[config.mk]
export PLATFORM = sky130hd
export DESIGN_NAME = status_indirect
export DESIGN_NICKNAME = d
export VERILOG_FILES = /design/src/core/status_indirect_pkg.sv /design/src/core/status_indirect.sv
export SDC_FILE = /design/constraint.sdc
export NUM_CORES = 1
export LEC_CHECK = 0
export BUFFER_PORTS_ARGS = -buffer_cell sky130_fd_sc_hd__buf_2
export CAP_MARGIN = 10
export CORE_UTILIZATION = 39
export CTS_CLUSTER_SIZE = 24
export DETAILED_ROUTE_END_ITERATION = 16
export PLACE_DENSITY = 0.74
export SYNTH_ARGS = -nofsm -noshare
export SYNTH_HDL_FRONTEND = slang
export SYNTH_SLANG_ARGS = --single-unit
[constraint.sdc]
create_clock -name core_clk -period 2.1 [get_ports core_clk]
set_clock_uncertainty 0.05 [all_clocks]
set_input_delay 0.105 -clock core_clk [delete_from_list [all_inputs] [get_ports core_clk]]
set_output_delay 0.105 -clock core_clk [all_outputs]
set_load 0.1 [all_outputs]
[src/core/status_indirect_pkg.sv]
package status_indirect_pkg;
  localparam logic [6:0] status_offset = 7'h03;
  localparam logic [6:0] indirect_location_offset = 7'h00;
  localparam logic [6:0] indirect_pointer_offset = 7'h04;
  localparam int bit_indirect_bank = 7;
  localparam int bit_direct_bank_high = 6;
  localparam int bit_direct_bank_low = 5;
  localparam int bit_timeout = 4;
  localparam int bit_powerdown = 3;
  localparam int bit_zero = 2;
  localparam int bit_digit_carry = 1;
  localparam int bit_carry = 0;
  localparam logic [7:0] status_reset = 8'h18;
  localparam logic [7:0] pointer_reset = 8'h00;
  localparam logic [7:0] arith_flag_mask = 8'h07;
  localparam logic [7:0] event_flag_mask = 8'h18;

  typedef enum logic [3:0] {
    op_none = 4'h1,
    op_add = 4'h2,
    op_sub = 4'h4,
    op_logic = 4'h8
  } alu_op_e;

  typedef struct packed {
    logic wr_en;
    logic [7:0] addr;
    logic [7:0] wdata;
    alu_op_e op;
    logic [7:0] opa;
    logic [7:0] opb;
    logic carry_in_en;
    logic carry_in;
  } core_req_s;

  typedef struct packed {
    logic timeout_set;
    logic timeout_clr;
    logic powerdown_set;
    logic powerdown_clr;
  } dev_event_s;
endpackage

[src/core/status_indirect.sv]
// How it works
// - The status register answers at offset 03h in bank 0 and at 83h in bank 1.
// - Add and subtract set carry on a carry out of bit 7 and clear it otherwise.
// - Digit carry follows a carry out of bit 3, and both carries act as inverted borrows (clear on a borrow) in subtraction.
// - Accesses to the indirect location act on the register named by the pointer; it holds nothing itself.
// - Reading the indirect location through a zero pointer returns zero.
// - Writing the indirect location through a zero pointer changes no register, though flags may update.
// - The indirect address is nine bits, indirect bank bit above the 8-bit pointer.
// - A status write from a flag-updating instruction leaves zero, digit carry and carry to the flag logic.
// - Time-out and power-down bits change only on device events, never by instruction writes.
`timescale 1ns/1ps
`default_nettype none
module status_indirect
  import status_indirect_pkg::*;
(
  input wire logic core_clk,
  input wire logic reset_n,
  input wire core_req_s req,
  input wire dev_event_s dev_event,
  input wire logic [7:0] mem_rdata,
  output logic [8:0] mem_addr,
  output logic mem_sel,
  output logic mem_wr_en,
  output logic [7:0] mem_wdata,
  output logic [7:0] rdata,
  output logic [7:0] alu_result,
  output logic [7:0] status_out,
  output logic [7:0] pointer_out
);

  logic [7:0] status_r, status_nxt;
  logic [7:0] pointer_r, pointer_nxt;
  logic [8:0] eff_addr;
  logic is_indirect, self_ref;
  logic [8:0] sum9;
  logic [4:0] sum5;
  logic [7:0] addend;
  logic cin;
  logic arith;

  ////////////////////////////////////////////////////////////
  // Address formation
  always_comb begin
    is_indirect = (req.addr[6:0] == indirect_location_offset);
    if (is_indirect) begin
      eff_addr = {status_r[bit_indirect_bank], pointer_r};
    end else begin
      eff_addr = {1'b0, status_r[bit_direct_bank_low], req.addr[6:0]};
    end
    self_ref = is_indirect && (eff_addr[6:0] == indirect_location_offset);
  end

  ////////////////////////////////////////////////////////////
  // Adder with borrow polarity for subtract
  always_comb begin
    addend = (req.op == op_sub) ? ~req.opb : req.opb;
    cin = (req.op == op_sub) ? 1'b1 : 1'b0;
    sum9 = {1'b0, req.opa} + {1'b0, addend} + {8'h00, cin};
    sum5 = {1'b0, req.opa[3:0]} + {1'b0, addend[3:0]} + {4'h0, cin};
    arith = (req.op == op_add) || (req.op == op_sub);
    unique case (req.op)
      op_add, op_sub: alu_result = sum9[7:0];
      op_logic: alu_result = req.wdata;
      op_none: alu_result = req.wdata;
      default: alu_result = req.wdata;
    endcase
  end

  ////////////////////////////////////////////////////////////
  // Status and pointer next state
  always_comb begin
    logic st_hit;
    logic ptr_hit;
    logic [7:0] wmask;
    st_hit = 1'b0;
    ptr_hit = 1'b0;
    wmask = 8'hff;
    status_nxt = status_r;
    pointer_nxt = pointer_r;
    st_hit = (eff_addr[6:0] == status_offset) && !self_ref;
    ptr_hit = (eff_addr[6:0] == indirect_pointer_offset) && !self_ref;
    wmask = ~event_flag_mask;
    if (req.op != op_none) begin
      wmask = wmask & ~arith_flag_mask;
    end
    if (req.wr_en && st_hit) begin
      status_nxt = (status_r & ~wmask) | (req.wdata & wmask);
    end
    if (req.wr_en && ptr_hit) begin
      pointer_nxt = req.wdata;
    end
    if (req.op != op_none) begin
      status_nxt[bit_zero] = (alu_result == 8'h00);
    end
    if (arith) begin
      status_nxt[bit_carry] = sum9[8];
      status_nxt[bit_digit_carry] = sum5[4];
    end else if (req.carry_in_en) begin
      status_nxt[bit_carry] = req.carry_in;
    end
    if (dev_event.timeout_clr) status_nxt[bit_timeout] = 1'b0;
    if (dev_event.timeout_set) status_nxt[bit_timeout] = 1'b1;
    if (dev_event.powerdown_clr) status_nxt[bit_powerdown] = 1'b0;
    if (dev_event.powerdown_set) status_nxt[bit_powerdown] = 1'b1;
  end

  always_ff @(posedge core_clk or negedge reset_n) begin
    if (!reset_n) begin
      status_r <= status_reset;
      pointer_r <= pointer_reset;
    end else begin
      status_r <= status_nxt;
      pointer_r <= pointer_nxt;
    end
  end

  ////////////////////////////////////////////////////////////
  // Read path and memory port
  always_comb begin
    mem_addr = eff_addr;
    mem_wdata = req.wdata;
    mem_sel = !self_ref && (eff_addr[6:0] != status_offset) && (eff_addr[6:0] != indirect_pointer_offset);
    mem_wr_en = req.wr_en && mem_sel;
    if (self_ref) begin
      rdata = 8'h00;
    end else if (eff_addr[6:0] == status_offset) begin
      rdata = status_r;
    end else if (eff_addr[6:0] == indirect_pointer_offset) begin
      rdata = pointer_r;
    end else begin
      rdata = mem_rdata;
    end
  end

  assign status_out = status_r;
  assign pointer_out = pointer_r;

  ////////////////////////////////////////////////////////////
  // Checks
  // Indirect and direct addressing
  chk_self_read_zero: assert property (@(posedge core_clk) disable iff (!reset_n)
    self_ref
    |-> rdata == 8'h00 && !mem_wr_en)
    else $error("self indirect access leaked");

  chk_self_write_none: assert property (@(posedge core_clk) disable iff (!reset_n)
    (self_ref && req.op == op_none)
    |=> $stable(status_r & ~event_flag_mask) && $stable(pointer_r))
    else $error("self indirect write changed state");

  chk_ind_addr: assert property (@(posedge core_clk) disable iff (!reset_n)
    is_indirect
    |-> mem_addr == {status_r[bit_indirect_bank], pointer_r})
    else $error("indirect address wrong");

  chk_direct_bank: assert property (@(posedge core_clk) disable iff (!reset_n)
    !is_indirect
    |-> mem_addr[7] == status_r[bit_direct_bank_low] && mem_addr[8] == 1'b0)
    else $error("direct bank wrong");

  chk_pointer_write: assert property (@(posedge core_clk) disable iff (!reset_n)
    (req.wr_en && !is_indirect && req.addr[6:0] == indirect_pointer_offset)
    |=> pointer_r == $past(req.wdata))
    else $error("pointer write lost");

  // Arithmetic flags
  chk_carry_add: assert property (@(posedge core_clk) disable iff (!reset_n)
    req.op == op_add
    |=> status_r[bit_carry] == ($past(req.opa) > ~$past(req.opb)))
    else $error("carry wrong");

  chk_borrow_sub: assert property (@(posedge core_clk) disable iff (!reset_n)
    req.op == op_sub
    |=> status_r[bit_carry] == ($past(req.opa) >= $past(req.opb)))
    else $error("borrow wrong");

  chk_dc_add: assert property (@(posedge core_clk) disable iff (!reset_n)
    req.op == op_add
    |=> status_r[bit_digit_carry] == ($past(req.opa[3:0]) > ~$past(req.opb[3:0])))
    else $error("digit carry wrong");

  chk_dc_sub: assert property (@(posedge core_clk) disable iff (!reset_n)
    req.op == op_sub
    |=> status_r[bit_digit_carry] == ($past(req.opa[3:0]) >= $past(req.opb[3:0])))
    else $error("digit borrow wrong");

  chk_zero_add: assert property (@(posedge core_clk) disable iff (!reset_n)
    req.op == op_add
    |=> status_r[bit_zero] == (($past(req.opa) + $past(req.opb)) == 8'h00))
    else $error("zero flag wrong");

  // Status reads and writes
  chk_event_bits: assert property (@(posedge core_clk) disable iff (!reset_n)
    (dev_event == '0)
    |=> status_r[4:3] == $past(status_r[4:3]))
    else $error("event bits written");

  chk_status_mirror: assert property (@(posedge core_clk) disable iff (!reset_n)
    (!is_indirect && req.addr[6:0] == status_offset)
    |-> rdata == status_r)
    else $error("status mirror");

  chk_flag_block: assert property (@(posedge core_clk) disable iff (!reset_n)
    (req.op == op_logic && !req.carry_in_en)
    |=> status_r[1:0] == $past(status_r[1:0]))
    else $error("flag write not blocked");

  chk_status_write_mask: assert property (@(posedge core_clk) disable iff (!reset_n)
    (req.wr_en && !is_indirect && req.addr[6:0] == status_offset && req.op == op_none && dev_event == '0)
    |=> status_r == (($past(status_r) & event_flag_mask) | ($past(req.wdata) & ~event_flag_mask)))
    else $error("status write mask wrong");

  // Scenario covers
  cov_indirect: cover property (@(posedge core_clk)
    is_indirect && !self_ref);
  cov_self: cover property (@(posedge core_clk)
    self_ref && req.wr_en);
  cov_bank1: cover property (@(posedge core_clk)
    !is_indirect && status_r[bit_direct_bank_low]);
  cov_sub: cover property (@(posedge core_clk)
    req.op == op_sub);
  cov_logic_status: cover property (@(posedge core_clk)
    req.op == op_logic && req.wr_en && !is_indirect && req.addr[6:0] == status_offset);
endmodule
`default_nettype wire

==> Yosys cells after proc, flatten, opt, wreduce, memory -nomap -nowiden <==
Index checks and enable logic that the tools add are counted.
{ "totals": {"input_bits": 53, "out_inout_bits": 51, "word_cells": 59, "latchBits": 0, "mem_bits_rw": 0, "rom_bits": 0, "mem_count": 0, "regBits": 16} }
{ "classes": {"reduce_logical": 19, "div": 0, "bitwise_logic": 5, "n_shift": 0, "eq_ne": 7, "n_mul": 0, "mux": 17, "addsub": 4, "n_lt_le_gt_ge": 0} }
{ "op_table": {"columns": ["op", "count"], "rows": [
  ["$mux 8", 5],
  ["$and 8x8->8", 2],
  ["$not 8->8", 2],
  ["$logic_not 7->1", 2],
  ["$add 8x8->9", 1],
  ["$add 9x1->9", 1],
  ["$mux 1", 9],
  ["$mux 9", 1],
  ["$reduce_bool 3->1", 3],
  ["$logic_and 1x1->1", 8],
  ["$logic_not 8->1", 1],
  ["$or 8x8->8", 1],
  ["$eq 7x2->1 const B", 1],
  ["$eq 7x3->1 const B", 1],
  ["$ne 7x2->1 const B", 1],
  ["$ne 7x3->1 const B", 1],
  ["$add 4x4->5", 1],
  ["$add 5x1->5", 1],
  ["$mux 5", 1],
  ["$eq 4x2->1 const B", 1],
  ["$eq 4x3->1 const B", 1],
  ["$ne 4x1->1 const B", 1],
  ["$reduce_bool 2->1", 2],
  ["$mux 3", 1],
  ["other kinds (3)", 3]
]} }

==> Longest topological paths before layout <==
{ "depth": {"depth_word": 10, "depth_mapped": 10, "ltp_nobuf": 9} }

==> Worst setup path after synthesis <==
No wires, ideal clock.
{ "synth_path": {"kind": "input-to-reg", "start": "input port req[19] in the netlist's numbering", "end": "register status_r[2] (netlist: status_out[2])", "stages": 10, "slack_ns": -2.511, "t_arrival_ns": 4.322, "cell_sequence": "or4b_1 -> buf_2 -> xnor2_1 -> ha_1 -> nand3b_1 -> o211ai_1 -> a21boi_0 -> xor2_1 -> o21ai_0 -> o31ai_1"} }
{ "synth_via": {"elab_chain_len": 7} }
{ "synth_lines": {"columns": ["element", "line", "text"], "rows": [
  ["start: declaration", "status_indirect.sv:18", "input wire core_req_s req,"],
  ["$eq 4x3->1", "status_indirect.sv:56, status_indirect.sv:57, status_indirect.sv:61", null],
  ["$mux 8", "status_indirect.sv:56", "addend = (req.op == op_sub) ? ~req.opb : req.opb;"],
  ["$add 8x8->9", "status_indirect.sv:58", "sum9 = {1'b0, req.opa} + {1'b0, addend} + {8'h00, cin};"],
  ["$add 9x1->9", "status_indirect.sv:58", null],
  ["$mux 8 *", "status_indirect.sv:61", "unique case (req.op)"],
  ["via alu_result[5]", "status_indirect.sv:26", "output logic [7:0] alu_result,"],
  ["$logic_not 8->1 *", "status_indirect.sv:93", "status_nxt[bit_zero] = (alu_result == 8'h00);"],
  ["$mux 1 *", "status_indirect.sv:92", "if (req.op != op_none) begin"],
  ["end signal: assignment", "status_indirect.sv:109", "status_r <= status_reset;"],
  ["end signal: assignment", "status_indirect.sv:112", "status_r <= status_nxt;"],
  ["end: declaration", "status_indirect.sv:31", "logic [7:0] status_r, status_nxt;"]
]} }
Mark *: on every way through the listed nets, which the timed path passes. The rest lies on a longest branch. The select of a mux whose other input is x is not followed.
A chain may end at the register's enable or synchronous reset.

==> Worst setup path after layout <==
{ "layout_path": {"start": "input port req[18] in the netlist's numbering", "end": "output port alu_result[6]"} }
{ "layout_via": {"elab_chain_len": 5} }
{ "layout_lines": {"columns": ["element", "line"], "rows": [
  ["$eq 4x3->1", "status_indirect.sv:56, status_indirect.sv:57, status_indirect.sv:61"],
  ["$mux 8", "status_indirect.sv:56"],
  ["$add 8x8->9", "status_indirect.sv:58"],
  ["$add 9x1->9", "status_indirect.sv:58"],
  ["$mux 8 *", "status_indirect.sv:61"],
  ["end: declaration", "status_indirect.sv:26"]
]} }
Every way passes the cells marked *; elsewhere a longest branch is shown, timed or not.

==> key figures <==
Setup path
  – CP Max Fanout: 5
  – FF-to-FF Start: pointer_out[5]$_DFFE_PN0P_
  – Setup crit end kind: output pin
  – R2R setup slack: -0.20 ns
  – Startpoint type of the worst setup path: input pin
  – R2R Path End: pointer_out[5]$_DFFE_PN0P_
  – Crit Path Category: in2out
  – CP arrival: 2.59 ns
  – Critical Path RT: 1.95 ns
  – Worst reg2reg path depth: 7

Route
  – WL final: just over 7000 um
  – DR vias/cell: 5.44
  – Average wire per standard cell: 19.4 um
  – DRC: 0
  – 1st-pass router iterations: 4
  – DR iter-0 viols: 102
  – Vias: 2013
  – Routed Antenna Nets: 0

Power
  – Final Power: 2.01 mW
  – Clk pwr share: 0.137
  – VDD IR max: roughly 0.32 mV
  – Static Leakage: 1.61 nW
  – Pint: slightly below 1 mW
  – P per Cell Area: 562 nW/um2
  – Sw Ratio: 0.506
  – Switching power: 1.01 mW
  – Sequential share of power: 0.190
  – Logic pwr share: 0.674

Synthesis
  – Yosys top cell by area: dfrtp_1
  – Mux cell area share after synthesis: 0.180
  – Sequential share of the synthesized area: 0.243
  – Ys Warns: 0
  – Leading register cell type out of synthesis: dfrtp_1
  – Compound-Gate Fraction of Synth Area: 0.205
  – Post-synth EDFFs: 0
  – Largest family of logic cells by synthesized area: compound AO/OA/AOI/OAI gates
  – Synth Area in XOR/XNOR: 0.0740
  – Synth unique cells: 47
  – Top cell type's share of synthesized area: 0.211
  – Largest cells by area after synthesis: dfrtp_1 21%, mux2_4 7.3%, mux2i_1 6.6%
  – Mapped Avg Cell Area: around 9.3 um2
  – Post-synthesis adder-cell area fraction: 0.0725
  – Cells after Synth: approximately 180
  – Post-synth top cells: 18 x nand2_1, 16 x o21ai_0, 14 x dfrtp_1
  – Dominant cell by count in the synthesized netlist: nand2_1
  – Seq cells post-synth: 16
  – Post-Synth Simple-Gate Area: 0.160
  – Asr flop ratio synth: 1.00
  – Post-synthesis net count: about 240
  – Syn Std Cell Area: 1660 um2

Place
  – HPWL after DPL: about 4800 um
  – Placer Congestion: 0.860
  – Number of port buffers: around 100
  – Setup WS pre-CTS: -0.692 ns

STA
  – Setup_tns: -8.62 ns
  – Tmin final: 2.75 ns
  – Max transition margin: 0.663
  – Maximum achievable frequency: between 300 and 400 MHz
  – Setup WS post-layout: -0.649 ns
  – Fin crit share: 1.31
  – Unrepaired setup endpoints after global routing: true
  – Max-slew violation count: 0
  – Fin. Hold Viols: 0
  – Worst-margin pin slew: 0.509 ns
  – Final setup fails: 27

CTS
  – CTS root buf: clkbuf_8
  – Clock sinks: 16
  – Max clock buf depth: 2
  – CTS Buf Count: 3
  – Clk_lat worst skew: 0.25 ns
  – CTS H-tree depth: 1
  – Clock-pin slew on the worst setup and hold paths: 0.06 ns
  – CTS tree: yes

Min path
  – Hold/Removal Path Class: in2reg
  – Hold endpoint: status_out[3]$_DFFE_PN1P_
  – Hold depth: 3
  – Hold Startpoint: dev_event[0]

Outcome
  – Outcome: finished with violations
  – Violated checks: setup timing

GRT
  – Total congestion overflow: 0
  – First-pass GRT wire length: a little under 10000 um
  – Antenna violations before repair: 0
  – Largest net degree at the start of global routing: 17
  – Vias in the first global route: 2039
  – Aggregate global-route resource usage: 0.293

Final layout
  – Ant diodes: 0
  – Fin nets: about 380
  – Share of cells above drive strength 1: 0.759
  – Final core utilization: 0.885
  – Synth-to-Final Area Change: 115%

Floorplanning
  – Die width: 67.2 um
  – Core ar.: 4030 um2
  – Site Rows: 23
  – Initial Utilization: 0.411
  – Die H: 67.2 um
  – IO Pins: 104
  – Die ar.: 4510 um2

Flow run
  – Max Cap Viol: 0
-- cell families after synthesis --
logic type,Yosys count
AOI/OAI and AO/OA,51
and+or+nand+nor,46
muxes,25
buffers and inverters,18
DFF,16
xor gates and xnor gates,14
adders and majority gates,9
-- metrics by stage --
stage,std cells,hold slack (ns),cell area (um2)
5_1_grt,370,0.0808,3570
2_1_floorplan,179,-0.241,2050
4_1_cts,366,0.0643,3470
6_report,370,0.0662,3570
3_5_place_dp,349,-0.00980,3150
3_3_place_gp,349,-0.00410,3150
-- how the worst max path moves through the flow --
stage,start,endpoint
floorplan,req[19],status_out[2]$_DFFE_PN0P_
global placement,req[19],status_out[2]$_DFFE_PN0P_
detailed placement,req[19],status_out[2]$_DFFE_PN0P_
CTS,req[21],alu_result[6]
global route,req[18],alu_result[6]
finish,req[18],alu_result[6]
-- cells in the final DEF (no fill, tap or decap), types with 4 or more instances in the layout --
master    netlist  routed
buf_12          0      28
mux2i_4         0       8
buf_4           8      35
xnor2_1        10       5
nand2_1        18      18
dfrtp_1        14       7
dfrtp_4         0       4
buf_2           2      74
ha_1            8       4
mux2_4          8       8
a21o_2          7       7
buf_6           1      11
clkbuf_8        0       4
mux2_2          6       6
o21ai_4         0      12
-- layer usage --
metal	up-vias	global-route usage	part of all wire	wire (um)
met4	0	0.0771	0.030	215
met1	939	0.340	0.37	2660
met5	-	0	0	0
met3	19	0.0338	0.060	427
li1	941	-	-	-
met2	114	0.559	0.54	3860
-- worst max-delay path, cell delays in order --
cell and delay, ns:
buf_6 0.09, or4b_4 0.63, xnor2_4 0.23, ha_4 0.25, buf_12 0.13, a211oi_4 0.26
o21bai_1 0.14, a21oi_2 0.23, xnor2_2 0.14, o21ai_4 0.19, buf_12 0.19
-- repair_timing --
| action | in CTS | in global routing |
|---|---|---|
| setup buffers | 11 | 6 |
| endpoints found under the setup margin | 27 | 27 |
| hold endpoints to repair | 16 | 0 |
| gates cloned | 0 | 0 |
| pin swaps | 28 | 14 |
| gates resized for setup | 34 | 14 |
| hold buffers | 3 | 0 |
-- cell type report --
cell class                      count  area, um2
Timing Repair Buffer              151       1350
Clock buffer                        4       55.1
Inverter                            4       18.8
Fill cell                         184        462
Sequential cell                    16        422
Tap cell                           50       62.6
Multi-Input combinational cell    145       1660
-- power by group through the flow --
stage,clock network [mW],registers [mW],logic [mW]
floorplan,0,0.588,0.613
global placement,0,0.380,1.18
detailed placement,0,0.382,1.20
CTS,0.279,0.377,1.29
global route,0.291,0.384,1.39
finish,0.274,0.380,1.35
(Power assumes the default switching activity.)
